<file path="src/include/gpiop_pkg.sv">
// constants shared by the three-port general purpose i/o block
`default_nettype none
package gpiop_pkg;
    // port widths and bus widths
    localparam int PD_W     = 8;
    localparam int PE_W     = 6;
    localparam int PF_W     = 8;
    localparam int DATA_W   = 32;
    localparam int ADDR_W   = 16;
    localparam int IDX_W    = 14;
    localparam int BYTE_W   = 2;
    localparam int MUX_W    = 8;
    // register indexes; byte address is four times the index
    localparam logic [IDX_W-1:0] IDX_PD_DATA  = 14'h0003;
    localparam logic [IDX_W-1:0] IDX_PE_DATA  = 14'h0008;
    localparam logic [IDX_W-1:0] IDX_PF_DATA  = 14'h0440;
    localparam logic [IDX_W-1:0] IDX_PD_DIR   = 14'h0007;
    localparam logic [IDX_W-1:0] IDX_PE_DIR   = 14'h000C;
    localparam logic [IDX_W-1:0] IDX_PF_DIR   = 14'h0444;
    localparam logic [IDX_W-1:0] IDX_PD_PUE   = 14'h000B;
    localparam logic [IDX_W-1:0] IDX_SHARE    = 14'h0448;
    localparam logic [BYTE_W-1:0] ALIGNED     = 2'h0;
    // pin sharing control register layout
    localparam int SHARE_W      = 6;
    localparam int SH_SERIAL    = 0;
    localparam int SH_SPI       = 1;
    localparam int SH_TIM_LSB   = 2;
    localparam int TIM_CH       = 4;
    // pin positions of the shared functions
    localparam int PD_SPI_W     = 4;
    localparam int PE_TX_BIT    = 0;
    localparam int PE_RX_BIT    = 1;
    localparam int PF_TIM_LSB   = 4;
    // reset values
    localparam logic [PD_W-1:0]    PD_DIR_RST = 8'h00;
    localparam logic [PE_W-1:0]    PE_DIR_RST = 6'h00;
    localparam logic [PF_W-1:0]    PF_DIR_RST = 8'h00;
    localparam logic [PD_W-1:0]    PD_PUE_RST = 8'h00;
    localparam logic [SHARE_W-1:0] SHARE_RST  = 6'h00;
    localparam logic [DATA_W-1:0]  RDATA_RST  = 32'h00000000;
endpackage
`default_nettype wire

</file>
<file path="src/design/gpiop_top.sv">
// three-port general purpose i/o with apb register access and pin sharing
`default_nettype none
module gpiop_top
    import gpiop_pkg::*;
(
    // clock, reset, clock enable
    input  wire logic                         pclk,
    input  wire logic                         presetn,
    input  wire logic                         clk_en,
    // apb slave
    input  wire logic                         psel,
    input  wire logic                         penable,
    input  wire logic                         pwrite,
    input  wire logic [gpiop_pkg::ADDR_W-1:0] paddr,
    input  wire logic [gpiop_pkg::DATA_W-1:0] pwdata,
    output logic      [gpiop_pkg::DATA_W-1:0] prdata,
    output logic                              pready,
    output logic                              pslverr,
    // port d pins
    input  wire logic [gpiop_pkg::PD_W-1:0]   pd_in,
    output logic      [gpiop_pkg::PD_W-1:0]   pd_out,
    output logic      [gpiop_pkg::PD_W-1:0]   pd_oe_n,
    output logic      [gpiop_pkg::PD_W-1:0]   pd_pullup,
    // port e pins
    input  wire logic [gpiop_pkg::PE_W-1:0]   pe_in,
    output logic      [gpiop_pkg::PE_W-1:0]   pe_out,
    output logic      [gpiop_pkg::PE_W-1:0]   pe_oe_n,
    // port f pins
    input  wire logic [gpiop_pkg::PF_W-1:0]   pf_in,
    output logic      [gpiop_pkg::PF_W-1:0]   pf_out,
    output logic      [gpiop_pkg::PF_W-1:0]   pf_oe_n,
    // serial peripheral on port d 3..0
    input  wire logic [gpiop_pkg::PD_SPI_W-1:0] spi_out,
    input  wire logic [gpiop_pkg::PD_SPI_W-1:0] spi_drive,
    output logic      [gpiop_pkg::PD_SPI_W-1:0] spi_in,
    // async serial module on port e 1..0
    input  wire logic                         serial_txd,
    output logic                              serial_rxd,
    // timer unit four channels 5..2 on port f 7..4
    input  wire logic [gpiop_pkg::TIM_CH-1:0] tim_out,
    input  wire logic [gpiop_pkg::TIM_CH-1:0] tim_drive,
    output logic      [gpiop_pkg::TIM_CH-1:0] tim_in
);
    import gpiop_pkg::*;

    ////////////////////////////////////////////////////////////////////////////////////
    // helpers

    // readback picks latch for outputs and pin level for inputs
    function automatic logic [MUX_W-1:0] rd_mux(input logic [MUX_W-1:0] latch,
                                                input logic [MUX_W-1:0] pin,
                                                input logic [MUX_W-1:0] dir);
        rd_mux = (latch & dir) | (pin & ~dir);
    endfunction

    function automatic logic idx_mapped(input logic [IDX_W-1:0] idx);
        idx_mapped = (idx == IDX_PD_DATA) || (idx == IDX_PE_DATA) || (idx == IDX_PF_DATA)
                  || (idx == IDX_PD_DIR)  || (idx == IDX_PE_DIR)  || (idx == IDX_PF_DIR)
                  || (idx == IDX_PD_PUE)  || (idx == IDX_SHARE);
    endfunction

    ////////////////////////////////////////////////////////////////////////////////////
    // state

    logic [PD_W-1:0]    pd_latch_r;
    logic [PE_W-1:0]    pe_latch_r;
    logic [PF_W-1:0]    pf_latch_r;
    logic [PD_W-1:0]    pd_dir_r;
    logic [PE_W-1:0]    pe_dir_r;
    logic [PF_W-1:0]    pf_dir_r;
    logic [PD_W-1:0]    pd_pue_r;
    logic [SHARE_W-1:0] share_r;
    logic [PD_W-1:0]    pd_s1_r;
    logic [PD_W-1:0]    pd_s2_r;
    logic [PE_W-1:0]    pe_s1_r;
    logic [PE_W-1:0]    pe_s2_r;
    logic [PF_W-1:0]    pf_s1_r;
    logic [PF_W-1:0]    pf_s2_r;
    logic               err_r;

    logic [IDX_W-1:0]   idx;
    logic               addr_ok;
    logic               setup;
    logic               wr_acc;
    logic               serial_en;
    logic               spi_en;
    logic [TIM_CH-1:0]  tim_en;
    logic [PD_W-1:0]    pd_drive_nxt;
    logic [PD_W-1:0]    pd_out_nxt;
    logic [PE_W-1:0]    pe_drive_nxt;
    logic [PE_W-1:0]    pe_out_nxt;
    logic [PF_W-1:0]    pf_drive_nxt;
    logic [PF_W-1:0]    pf_out_nxt;
    logic [DATA_W-1:0]  rdata_nxt;

    assign idx       = paddr[ADDR_W-1:BYTE_W];
    assign addr_ok   = (paddr[BYTE_W-1:0] == ALIGNED) && idx_mapped(idx);
    assign setup     = clk_en && psel && !penable;
    assign wr_acc    = clk_en && psel && penable && pwrite && addr_ok;
    assign serial_en = share_r[SH_SERIAL];
    assign spi_en    = share_r[SH_SPI];
    assign tim_en    = share_r[SH_TIM_LSB +: TIM_CH];

    ////////////////////////////////////////////////////////////////////////////////////
    // pin synchronisers: first stage feeds only the second

    always_ff @(posedge pclk or negedge presetn)
    begin
        if (!presetn)
        begin
            pd_s1_r <= '0;
            pd_s2_r <= '0;
            pe_s1_r <= '0;
            pe_s2_r <= '0;
            pf_s1_r <= '0;
            pf_s2_r <= '0;
        end
        else if (clk_en)
        begin
            pd_s1_r <= pd_in;
            pd_s2_r <= pd_s1_r;
            pe_s1_r <= pe_in;
            pe_s2_r <= pe_s1_r;
            pf_s1_r <= pf_in;
            pf_s2_r <= pf_s1_r;
        end
    end

    // shared peripherals see the synchronised pin levels
    assign spi_in     = pd_s2_r[PD_SPI_W-1:0];
    assign serial_rxd = pe_s2_r[PE_RX_BIT];
    assign tim_in     = pf_s2_r[PF_TIM_LSB +: TIM_CH];

    ////////////////////////////////////////////////////////////////////////////////////
    // data latches: no reset, contents unknown until written

    always_ff @(posedge pclk)
    begin
        if (wr_acc && idx == IDX_PD_DATA)
            pd_latch_r <= pwdata[PD_W-1:0];
        if (wr_acc && idx == IDX_PE_DATA)
            pe_latch_r <= pwdata[PE_W-1:0];
        if (wr_acc && idx == IDX_PF_DATA)
            pf_latch_r <= pwdata[PF_W-1:0];
    end

    ////////////////////////////////////////////////////////////////////////////////////
    // direction, pullup enable and pin sharing control

    always_ff @(posedge pclk or negedge presetn)
    begin
        if (!presetn)
        begin
            pd_dir_r <= PD_DIR_RST;
            pe_dir_r <= PE_DIR_RST;
            pf_dir_r <= PF_DIR_RST;
            pd_pue_r <= PD_PUE_RST;
            share_r  <= SHARE_RST;
        end
        else if (wr_acc)
        begin
            if (idx == IDX_PD_DIR)
                pd_dir_r <= pwdata[PD_W-1:0];
            if (idx == IDX_PE_DIR)
                pe_dir_r <= pwdata[PE_W-1:0];
            if (idx == IDX_PF_DIR)
                pf_dir_r <= pwdata[PF_W-1:0];
            if (idx == IDX_PD_PUE)
                pd_pue_r <= pwdata[PD_W-1:0];
            if (idx == IDX_SHARE)
                share_r  <= pwdata[SHARE_W-1:0];
        end
    end

    ////////////////////////////////////////////////////////////////////////////////////
    // pin drive selection

    always_comb
    begin
        pd_drive_nxt = pd_dir_r;
        pd_out_nxt   = pd_latch_r;
        if (spi_en)
        begin
            pd_drive_nxt[PD_SPI_W-1:0] = spi_drive;
            pd_out_nxt[PD_SPI_W-1:0]   = spi_out;
        end
        pe_drive_nxt = pe_dir_r;
        pe_out_nxt   = pe_latch_r;
        if (serial_en)
        begin
            pe_drive_nxt[PE_TX_BIT] = 1'b1;
            pe_out_nxt[PE_TX_BIT]   = serial_txd;
            pe_drive_nxt[PE_RX_BIT] = 1'b0;
        end
        pf_drive_nxt = pf_dir_r;
        pf_out_nxt   = pf_latch_r;
        for (int i = 0; i < TIM_CH; i++)
        begin
            if (tim_en[i])
            begin
                pf_drive_nxt[PF_TIM_LSB+i] = tim_drive[i];
                pf_out_nxt[PF_TIM_LSB+i]   = tim_out[i];
            end
        end
    end

    // registered pins; an unwritten latch may show unknown data once driven,
    // which is why software loads the latch before turning a pin to output
    always_ff @(posedge pclk or negedge presetn)
    begin
        if (!presetn)
        begin
            pd_out  <= '0;
            pd_oe_n <= '1;
            pe_out  <= '0;
            pe_oe_n <= '1;
            pf_out  <= '0;
            pf_oe_n <= '1;
        end
        else if (clk_en)
        begin
            pd_out  <= pd_out_nxt;
            pd_oe_n <= ~pd_drive_nxt;
            pe_out  <= pe_out_nxt;
            pe_oe_n <= ~pe_drive_nxt;
            pf_out  <= pf_out_nxt;
            pf_oe_n <= ~pf_drive_nxt;
        end
    end

    // pullup follows the direction bit every cycle, never a driven pin
    assign pd_pullup = pd_pue_r & ~pd_dir_r & pd_oe_n;

    ////////////////////////////////////////////////////////////////////////////////////
    // apb read data and error, captured in the setup cycle

    always_comb
    begin
        rdata_nxt = '0;
        if (addr_ok)
        begin
            unique case (idx)
                IDX_PD_DATA: rdata_nxt = DATA_W'(rd_mux(pd_latch_r, pd_s2_r,
                                                        pd_dir_r));
                IDX_PE_DATA: rdata_nxt = DATA_W'(rd_mux(MUX_W'(pe_latch_r),
                                                        MUX_W'(pe_s2_r),
                                                        MUX_W'(pe_dir_r)));
                IDX_PF_DATA: rdata_nxt = DATA_W'(rd_mux(pf_latch_r, pf_s2_r,
                                                        pf_dir_r));
                IDX_PD_DIR:  rdata_nxt = DATA_W'(pd_dir_r);
                IDX_PE_DIR:  rdata_nxt = DATA_W'(pe_dir_r);
                IDX_PF_DIR:  rdata_nxt = DATA_W'(pf_dir_r);
                IDX_PD_PUE:  rdata_nxt = DATA_W'(pd_pue_r);
                IDX_SHARE:   rdata_nxt = DATA_W'(share_r);
                default:     rdata_nxt = '0;
            endcase
        end
    end

    always_ff @(posedge pclk or negedge presetn)
    begin
        if (!presetn)
        begin
            prdata <= RDATA_RST;
            err_r  <= 1'b0;
        end
        else if (setup)
        begin
            prdata <= pwrite ? RDATA_RST : rdata_nxt;
            err_r  <= !addr_ok;
        end
    end

    // zero wait states keep the slave simple; the error only shows in access
    assign pready  = 1'b1;
    assign pslverr = psel && penable && err_r;
endmodule
`default_nettype wire

</file>
<file path="config.mk">
export PLATFORM = sky130hd
export DESIGN_NAME = gpiop_top
export DESIGN_NICKNAME = d
export VERILOG_FILES = /design/src/include/gpiop_pkg.sv /design/src/design/gpiop_top.sv
export SDC_FILE = /design/constraint.sdc
export NUM_CORES = 1
export LEC_CHECK = 0
export ABC_AREA = 0
export ABC_CLOCK_PERIOD_IN_PS = 2300
export BUFFER_PORTS_ARGS = -buffer_cell sky130_fd_sc_hd__clkbuf_2
export CAP_MARGIN = 20
export CORE_ASPECT_RATIO = 1.25
export CORE_MARGIN = 3
export CORE_UTILIZATION = 40
export CTS_CLUSTER_DIAMETER = 60
export DETAILED_ROUTE_END_ITERATION = 8
export GPL_TIMING_DRIVEN = 0
export PLACE_DENSITY = 0.71
export SKIP_CTS_REPAIR_TIMING = 1
export SLEW_MARGIN = 0
export SYNTH_ARGS = -nofsm -noshare
export SYNTH_HDL_FRONTEND = slang
export SYNTH_SLANG_ARGS = --single-unit
</file>
<file path="constraint.sdc">
create_clock -name pclk -period 2.3 [get_ports pclk]
set_input_delay 0.575 -clock pclk [delete_from_list [all_inputs] [get_ports pclk]]
set_output_delay 0.575 -clock pclk [all_outputs]
set_load 0.02 [all_outputs]
</file>
; Word-level counts from Yosys, hierarchy flattened
; Index checks and enable logic that the tools add are counted.
[classes]
reduce_logical = 26
bitwise_logic = 17
eq_ne = 8
mux = 15
[ops]
columns = cell, n
row1 = $pmux W8 S8, 1
row2 = $and A8 B8 Y8, 6
row3 = $eq A14 B11 Y1 const B, 3
row4 = $eq A14 B4 Y1 const B, 3
row5 = $mux W32, 1
row6 = $not A8 Y8, 4
row7 = $or A8 B8 Y8, 2
row8 = $eq A14 B2 Y1 const B, 1
row9 = $eq A14 B3 Y1 const B, 1
row10 = $logic_and A1 B1 Y1, 11
row11 = $reduce_and A2 Y1, 5
row12 = $mux W1, 9
row13 = $and A6 B8 Y8, 1
row14 = $mux W4, 2
row15 = $mux W8, 1
row16 = $not A6 Y8, 1
row17 = $or A6 B8 Y8, 1
row18 = $logic_or A1 B1 Y1, 7
row19 = $and A6 B6 Y6, 1
row20 = $not A6 Y6, 1
row21 = $logic_not A1 Y1, 2
row22 = $logic_not A2 Y1, 1
row23 = $mux W2, 1
[word_totals]
in_bits = 93
reg_bits = 179

; Logic depth before layout (Yosys ltp)
; Gate-level depths: netlist of run 1.
[logic_depth]
depth_word = 11
depth_mapped = 6

; Worst setup path after synthesis of run 1
; OpenSTA, ideal clock, no wires.
[synth_path]
kind = input -> register
startpoint = input paddr[10] in the netlist's numbering
endpoint = register pe_latch_r[0] (enable)
t_arrival_ps = 2001
setup_time_ps = 386
t_required_ps = 1914
cell_stages = 4
path_slack_ps = -87
path_buffers = 1
cell_sequence = nor4_4 -> nand4b_2 -> buf_2 -> nor4_1
[synth_between]
elab_chain_len = 11
[synth_lines]
columns = item, line
row1 = from (decl), gpiop_top.sv:14  ; input wire logic [gpiop_pkg::ADDR_W-1:0] paddr,
row2 = $eq A14 B2 Y1 / $eq A14 B4 Y1 (equally long branches), "gpiop_top.sv:57, gpiop_top.sv:141"
row3 = $logic_or A1 B1 Y1 (2 in series), gpiop_top.sv:57  ; idx_mapped = (idx == IDX_PD_DATA) || (idx == IDX_PE_DATA) || (idx == IDX_PF_DATA)
row4 = $logic_or A1 B1 Y1 (3 in series), gpiop_top.sv:58  ; || (idx == IDX_PD_DIR) || (idx == IDX_PE_DIR) || (idx == IDX_PF_DIR)
row5 = $logic_or A1 B1 Y1 (2 in series), gpiop_top.sv:59  ; || (idx == IDX_PD_PUE) || (idx == IDX_SHARE);
row6 = $logic_and A1 B1 Y1, gpiop_top.sv:97  ; assign addr_ok = (paddr[BYTE_W-1:0] == ALIGNED) && idx_mapped(idx);
row7 = $logic_and A1 B1 Y1, gpiop_top.sv:99  ; assign wr_acc = clk_en && psel && penable && pwrite && addr_ok;
row8 = $logic_and A1 B1 Y1 *, gpiop_top.sv:141  ; if (wr_acc && idx == IDX_PE_DATA)
row9 = to (signal assigned), gpiop_top.sv:142  ; pe_latch_r <= pwdata[PE_W-1:0];
row10 = to (decl), gpiop_top.sv:66  ; logic [PE_W-1:0] pe_latch_r;
; Every way passes the cells marked *; elsewhere a longest branch is shown, timed or not.
; A chain may end at the register's enable or synchronous reset.

; Final worst setup path of run 1
[layout_path]
startpoint = input paddr[3] in the netlist's numbering
endpoint = register share_r[2]
[layout_between]
elab_chain_len = 11
[layout_lines]
columns = item, line
row1 = $eq A14 B2 Y1 / $eq A14 B4 Y1 (equally long branches), gpiop_top.sv:57
row2 = $logic_or A1 B1 Y1 (2 in series), gpiop_top.sv:57
row3 = $logic_or A1 B1 Y1 (3 in series), gpiop_top.sv:58
row4 = $logic_or A1 B1 Y1 (2 in series), gpiop_top.sv:59
row5 = $logic_and A1 B1 Y1, gpiop_top.sv:97
row6 = $logic_and A1 B1 Y1, gpiop_top.sv:99
row7 = $reduce_and A2 Y1 (no source line) *, --
row8 = to (signal assigned), gpiop_top.sv:171  ; share_r <= pwdata[SHARE_W-1:0];
row9 = to (decl), gpiop_top.sv:72  ; logic [SHARE_W-1:0] share_r;
; Marks and branches as above.

==> results.cfg, run 1 <==
[setup_path]
cp-end-kind = flop
rrSetupSlack_ns = 0.63
critical_path_arrival_ns = 2.50
crit_type = in2reg
startpoint_type = primary input
slowest_stage = nor4bb_1
cp_slowest_stage_delay_ns = 0.40
reg2reg_to = prdata[1]
required_ns = 2.60
critPathMaxFanout = 8
reg2reg_depth = 5
cp_cell_sequence = clkbuf_2 -> nor4bb_1 -> nand4b_1 -> clkinv_1 -> nand3_2 -> mux2_2
r2r-start = share_r[1]

[drt]
vias = 4962
first_iter_violations = 345
ant_nets = 0
viasPerCell = 5.27
drcViolationCount = 0
wl_per_cell_um = 20.2
finalWirelength_mm = 19.0
firstDrtPassIters = 5

[clock_tree]
clock_path_buffers = 2
cts_tree = yes
h-tree-depth = 4
clock-sinks = 155
numCtsBuffers = 17
cts_root_buffer = clkbuf_16
clk_latency_ns = 0.43
clk_pin_slew_ns = 0.07

[finish]
drive_gt1_frac = 0.492
nets = 802
final_cell_mix = clkbuf_2 (136), mux2_2 (111), dfrtp_1 (111), buf_4 (33), mux2i_1 (27)
mostFrequentLayoutCell = clkbuf_2
final_core_util = 0.512
final_area_sq_um = 8690
n_antenna_cell = 0
area.growth.synth_to_final_pct = 24.8
fin_cells = 942

[synth]
ys_async_sr_fraction = 0.858
synth_edf_count = 22
synth_top_area_frac = 0.399
synth_warnings = 0
yosys.area.top_type = dfrtp_1
synth-simple-area-share = 0.0760
synth-compound-area-share = 0.0719
synth_seq_cells = 155
synth_area_sq_um = 6960
synth_area_leaders = dfrtp_1 (40%), mux2_2 (18%), edfxtp_1 (9.5%)
yosysSeqAreaShare = 0.577
synth_top_family_by_area = multiplexers
synthDistinctLibCells = 46
netlist_instances = 528
synthMuxAreaShare = 0.218
synth_adder_area_share = 0
syn_avg_cell_area_sq_um = 13.2
yosys.area_share.xor_xnor = 0
synth_top_flop_cell = dfrtp_1

[global_route]
grt_max_degree = 84
grt_use_total = 0.203
grt_pass1_vias = 5066
grt_pass1_wl_mm = 28.9
gr-total-overflow = 0
antenna_found_initial = 0

[power]
power-per-cell-area_nw_per_um2 = 740
leakage_nw = 3.96
ir_drop_mv = 0.500

[placement]
io_buffers = 137
dp.final_hpwl_mm = 14.1
place_area_sq_um = 8070
gp_congestion = 0.889
dp.cells = 910

[timing]
min_period_over_period = 0.957
drv_slew = 0
finalCriticalPeriod_ns = 2.20
hold_violations = 0
setup_viol = 0
skew_ns = 0.00809
fmax_mhz = 454
rsz0062_at_grt = true
tightest_slew_ns = 0.862
relSlewSlack = 0.425

[die]
die_h_um = 154
start_util = 0.410
io_pins = 188
rows = 53
dieArea_sq_um = 19000
coreArea_sq_um = 17000
die_w_um = 124

[flow_run]
cap_violations = 0

[run_status]
outcome = finished, final reports clean

[hold_path]
min_path_type = in2async
per-stage QoR:
stage	power [mW]	setup WS [ns]	hold slack (ns)	TNS (ns)
floorplan	3.39	-0.0866	0.279	-0.604
global placement	3.65	-1.41	0.453	-189.42
detailed placement	3.67	-0.586	0.464	-15.79
CTS	6.48	-0.155	0.103	-1.87
global route	6.66	-0.0263	0.117	-0.0753
finish	6.43	0.0978	0.0972	0
worst max-delay path: cells and delay by family:
kind	cells	cell delay, ns
buffers and inverters	2	0.52
multiplexers	1	0.38
AND/OR/NAND/NOR	3	1.03
layout make-up:
| class | instances | area [sq um] |
|---|---|---|
| buffer | 52 | 322 |
| clock buffer | 18 | 439 |
| clock inverter | 14 | 158 |
| fill | 1561 | 8280 |
| inverter | 18 | 67.6 |
| multi-input combinational | 326 | 2690 |
| sequential | 155 | 4020 |
| tap | 220 | 275 |
| timing repair buffer | 139 | 727 |
metal layers:
metal | up-vias | part of all wire | track usage
met3 | 31 | 0.073 | 0.0530
met5 | - | 0 | 0
met4 | 0 | 0.025 | 0.0783
met2 | 217 | 0.49 | 0.331
li1 | 2229 | - | -
met1 | 2485 | 0.41 | 0.259
power by group:
part	switching [mW]	total, mW	internal (mW)	leakage (nW)
Clock	1.16	2.81	1.65	0.296
Combinational	0.357	0.637	0.280	1.84
Sequential	0.0826	2.99	2.90	1.82
Total	1.60	6.43	4.83	3.96
state kept, by name, summed over array words and instances (netlist names), 8 cells and up:
signal / flops
pf_latch_r: 8
pd_out: 8
pd_dir_r: 8
pd_latch_r: 8
pd_pue_r: 8
pf_out: 8
pd_oe_n: 8
pf_oe_n: 8
pf_dir_r: 8
pd_s1_r: 8
pf_s2_r: 8
pf_s1_r: 8
prdata: 8
pd_s2_r: 8
cell usage after synthesis (2+ instances only):
cell type,count
o21ai_1,4
a21oi_1,18
buf_4,33
mux2i_1,27
nor3_2,2
a32oi_1,5
nor4bb_1,3
nor2_1,23
nor4_4,2
a221oi_1,6
nand2_1,24
dfrtp_1,111
o21a_1,6
o21ai_0,15
clkbuf_1,8
and3b_1,4
a211oi_1,3
mux2_2,111
buf_1,9
nand3_2,3
inv_1,16
edfxtp_1,22
nor4_1,2
nor3_1,2
nand2_2,2
conb_1,2
buf_2,2
dfstp_2,22
nor3b_1,12
a22o_1,7
o211ai_1,7
logic make-up after synthesis:
kind of cell / Yosys count
mux: 138
compound gates: 75
simple gates: 88
other cells: 2
buf+inv: 70
flops: 155
worst max path at each step:
stage,endpoint,cells past startpoint,from
floorplan,pe_latch_r[0],4,paddr[10]
global placement,pd_s1_r[5],1,presetn
detailed placement,pd_latch_r[6],5,paddr[4]
CTS,pd_latch_r[4],5,paddr[4]
global route,share_r[2],6,paddr[3]
finish,share_r[2],6,paddr[3]
No activity file was read; power rests on OpenSTA's default activity.
==> run 2, diff against run 1 <==
CORE_ASPECT_RATIO = not set   (was 1.25)
==> run 2 against run 1 <==
Hold slack better by 0.034 ns. Register-to-register slack worse by 0.06 ns. Power up 0.37%. Wire length down 0.37%. Setup slack worse by 0.061 ns. Sequential power about the same. Via count down 0.26%. Combinational power about the same. Critical path type unchanged.
==> results.cfg, run 2 (same netlist as run 1, synthesis figures left out) <==
[run_status]
outcome = finished, final reports clean

[placement]
io_buffers = 137
gp_congestion = 0.856
place_area_sq_um = 8090
dp.final_hpwl_mm = 13.9

[clock_tree]
clk_latency_ns = 0.42
cts_tree = yes
clock_path_buffers = 2
clk_pin_slew_ns = 0.06
h-tree-depth = 4
cts_root_buffer = clkbuf_16
clock-sinks = 155
numCtsBuffers = 17

[global_route]
antenna_found_initial = 0
grt_pass1_wl_mm = 28.6
grt_pass1_vias = 5128
grt_max_degree = 72
gr-total-overflow = 0
grt_use_total = 0.205

[finish]
n_antenna_cell = 0
mostFrequentLayoutCell = clkbuf_2
final_cell_mix = clkbuf_2 (136), mux2_2 (111), dfrtp_1 (111), buf_4 (34), mux2i_1 (27)
final_area_sq_um = 8700
drive_gt1_frac = 0.485
nets = 804
area.growth.synth_to_final_pct = 24.9

[drt]
ant_nets = 0
firstDrtPassIters = 4
finalWirelength_mm = 19.0
wl_per_cell_um = 20.1
viasPerCell = 5.24
drcViolationCount = 0
vias = 4949
first_iter_violations = 281

[timing]
tightest_slew_ns = 0.876
fmax_mhz = 442
holdWs_ns = 0.131
relSlewSlack = 0.416
finalCriticalPeriod_ns = 2.26
skew_ns = 0.00826
min_period_over_period = 0.984
hold_violations = 0
drv_slew = 0
setup_viol = 0

[die]
rows = 47
coreArea_sq_um = 16800
die_w_um = 138
die_h_um = 138
io_pins = 188
dieArea_sq_um = 19000
start_util = 0.414

[power]
leakage_nw = 3.94
power-per-cell-area_nw_per_um2 = 742
ir_drop_mv = 0.518

[setup_path]
critical_path_arrival_ns = 2.39
critPathMaxFanout = 10
required_ns = 2.43
cp-end-kind = flop
cp_cell_sequence = clkbuf_2 -> nor4_4 -> nand4b_2 -> buf_2 -> nor3_2 -> buf_6
cp_slowest_stage_delay_ns = 0.60
slowest_stage = nor3_2
startpoint_type = primary input
crit_type = in2reg

[flow_run]
cap_violations = 0

[hold_path]
min_path_type = in2async
run 2: cell count changes in the layout (fill, tap and decap cells not counted), sizes merged:
cell / delta
buf: +2
bufinv: +1
clkbuf: +6
clkinv: -3
clkinvlp: +1
inv: -5
run 2: layout make-up:
class | instances | area [sq um]
Inverter | 18 | 67.6
Fill cell | 1494 | 8120
Buffer | 52 | 322
Clock buffer | 24 | 482
Clock inverter | 8 | 115
Timing Repair Buffer | 141 | 746
Sequential cell | 155 | 4020
Tap cell | 220 | 275
Multi-Input combinational cell | 326 | 2670
run 2: critical path: cells and delay by family:
| kind | cells | cell delay, ns |
|---|---|---|
| buffers and inverters | 3 | 0.58 |
| and+or+nand+nor | 3 | 1.22 |
run 2: final timing paths:
path | start | endpoint | slack, ns | cells past startpoint
worst min-delay path | presetn | pd_s1_r[0] | 0.13 | 1
max in group asynchronous | presetn | pf_oe_n[7] | 1.40 | 2
worst max-delay path | paddr[10] | pd_latch_r[6] | 0.04 | 6
worst max register to register | share_r[1] | prdata[1] | 0.57 | 5
worst min register to register | pe_oe_n[2] | pe_oe_n[2] | 0.47 | 2
min in group pclk | pe_in[3] | pe_s1_r[3] | 0.38 | 2
run 2: power by group:
group,internal [mW],switching (mW),total [mW]
registers,2.90,0.0794,2.98
clock network,1.78,1.05,2.84
logic,0.280,0.355,0.634
run 2: per-stage QoR:
stage          power, mW  setup TNS [ns]  std cells  utilization  setup slack, ns
2_1_floorplan       3.39          -0.604        551            -          -0.0866
3_3_place_gp        3.64         -182.30        908        0.477            -1.37
3_5_place_dp        3.67           -9.24        912        0.481           -0.476
4_1_cts             6.50          -0.153        944        0.516          -0.0403
5_1_grt             6.68         -0.0122        944        0.517         -0.00497
6_report            6.45               0        944        0.517           0.0371
run 2: per-layer routing:
| layer | wire [um] | GRT usage | vias up |
|---|---|---|---|
| li1 | - | - | 2231 |
| met1 | 7910 | 0.267 | 2473 |
| met2 | 9140 | 0.335 | 222 |
| met3 | 1610 | 0.0544 | 23 |
| met4 | 314 | 0.0670 | 0 |
| met5 | 0 | 0 | - |
==> run 3, diff against run 2 <==
CORE_ASPECT_RATIO = 2   (was not set)
CORE_UTILIZATION = 57   (was 40)
PLACE_DENSITY = 0.93   (was 0.71)
SKIP_CTS_REPAIR_TIMING = not set   (was 1)
==> run 3 against run 2 <==
Sequential power hardly changed. Non-clock buffer count shrank 1. Clock power down 8.1%. Power fell by 3.2%. Setup slack better by 0.044 ns. Global-route usage rose by 7.4 points. Critical endpoint is now prdata[1]. Highest routed layer unchanged.
==> results.cfg, run 3 (same netlist as run 1, synthesis figures left out) <==
[setup_path]
cp_cell_sequence = clkbuf_2 -> clkbuf_1 -> clkbuf_1 -> o21ai_0 -> a221oi_1 -> o21ai_1
crit_type = in2reg
startpoint_type = primary input
cp-end-kind = flop
critical_path.top_delay_family = buffers and inverters
required_ns = 2.59
slowest_stage = clkbuf_1
critPathMaxFanout = 10
critical_path_arrival_ns = 2.51
cpMostUsedCell = clkbuf_1
cp_num_buf_inv = 3
cp_slowest_stage_delay_ns = 0.53

[hold_path]
min_path_type = in2reg

[global_route]
grt_max_degree = 118
grt_pass1_wl_mm = 28.7
antenna_found_initial = 0
grt_pass1_vias = 5340
gr-total-overflow = 0
grt_use_total = 0.279

[die]
io_pins = 188
rows = 56
coreArea_sq_um = 11800
die_w_um = 84.2
start_util = 0.588
dieArea_sq_um = 13700
die_h_um = 162

[finish]
area.growth.synth_to_final_pct = 22.7
final_area_sq_um = 8540
final_cell_mix = clkbuf_2 (136), mux2_2 (111), dfrtp_1 (111), buf_4 (33), mux2i_1 (27)
nets = 803
drive_gt1_frac = 0.485
mostFrequentLayoutCell = clkbuf_2
n_antenna_cell = 0

[placement]
io_buffers = 137
dp.final_hpwl_mm = 13.8
place_area_sq_um = 7970
gp_congestion = 0.920

[drt]
ant_nets = 0
wl_per_cell_um = 21.5
drcViolationCount = 0
finalWirelength_mm = 18.6
vias = 5070
firstDrtPassIters = 5
first_iter_violations = 463
viasPerCell = 5.84

[timing]
tightest_slew_ns = 1.07
finalCriticalPeriod_ns = 2.22
fmax_mhz = 451
skew_ns = 0.00741
min_period_over_period = 0.965
relSlewSlack = 0.274
rsz0062_at_grt = false
holdWs_ns = 0.386
fin_setup_tns_ns = 0
hold_violations = 0
drv_slew = 0
setup_viol = 0

[clock_tree]
cts_setup_buffers = 0
clock-sinks = 155
cts_tree = yes
numCtsBuffers = 17
clk_pin_slew_ns = 0.06
cts_root_buffer = clkbuf_16
clk_latency_ns = 0.42
h-tree-depth = 4
clock_path_buffers = 2

[power]
power-per-cell-area_nw_per_um2 = 731
power_mw = 6.25
ir_drop_mv = 0.694
leakage_nw = 3.91

[flow_run]
cap_violations = 0

[run_status]
outcome = finished, final reports clean
run 3: changes by cell type in the layout (fill, tap and decap cells not counted), sizes merged:
cell,change
clkbuf,-6
bufinv,-2
clkinv,+4
dlygate4sd3,+1
buf,-2
clkinvlp,+1
inv,+3
run 3: routing by layer:
metal | routed length [um] | GRT usage | part of all wire | up-vias
met4 | 1160 | 0.182 | 0.062 | 0
li1 | - | - | - | 2218
met1 | 6460 | 0.300 | 0.35 | 2512
met5 | 0 | 0 | 0 | -
met2 | 9940 | 0.488 | 0.53 | 263
met3 | 1090 | 0.0563 | 0.058 | 77
run 3: worst paths after layout:
path,from,to,slack [ns],cells after the start
worst max register to register,share_r[1],prdata[1],0.32,5
max in group asynchronous,presetn,share_r[3],0.92,3
worst min-delay path,pe_in[3],pe_s1_r[3],0.39,2
worst max-delay path,paddr[4],prdata[1],0.08,6
worst min register to register,pf_oe_n[1],pf_oe_n[1],0.47,2
min in group asynchronous,presetn,pe_out[2],0.58,2
run 3: where the power goes:
group,internal [mW],leakage (nW),total [mW],switching [mW]
clock network,1.49,0.266,2.61,1.12
logic,0.281,1.82,0.646,0.365
registers,2.90,1.82,2.99,0.0841
run 3: metrics by stage:
step | worst slack (ns) | std cells | util
2_1_floorplan | -0.0866 | 551 | -
3_3_place_gp | -1.24 | 833 | 0.669
3_5_place_dp | -0.373 | 835 | 0.673
4_1_cts | 0.0429 | 867 | 0.719
5_1_grt | 0.0253 | 868 | 0.721
6_report | 0.0810 | 868 | 0.721
run 3: worst register-to-register path: stages, from the launching register on:
cell and delay (ns):
dfrtp_1 0.33, clkbuf_1 0.61, a21oi_1 0.16, o21ai_0 0.43
a221oi_1 0.19, o21ai_1 0.18
run 3: timing repair:
item                                    4_1_cts  5_1_grt
hold buffers                                  0        1
resized for setup                             0        2
endpoints found under the setup margin        0       12
hold endpoints to repair                      0        1
run 3: layout make-up:
class | count | area (sq um)
Buffer | 52 | 322
Clock buffer | 18 | 429
Timing Repair Buffer | 140 | 737
Sequential cell | 155 | 4020
Multi-Input combinational cell | 326 | 2670
Clock inverter | 14 | 120
Inverter | 18 | 67.6
Fill cell | 778 | 3300
Tap cell | 145 | 181
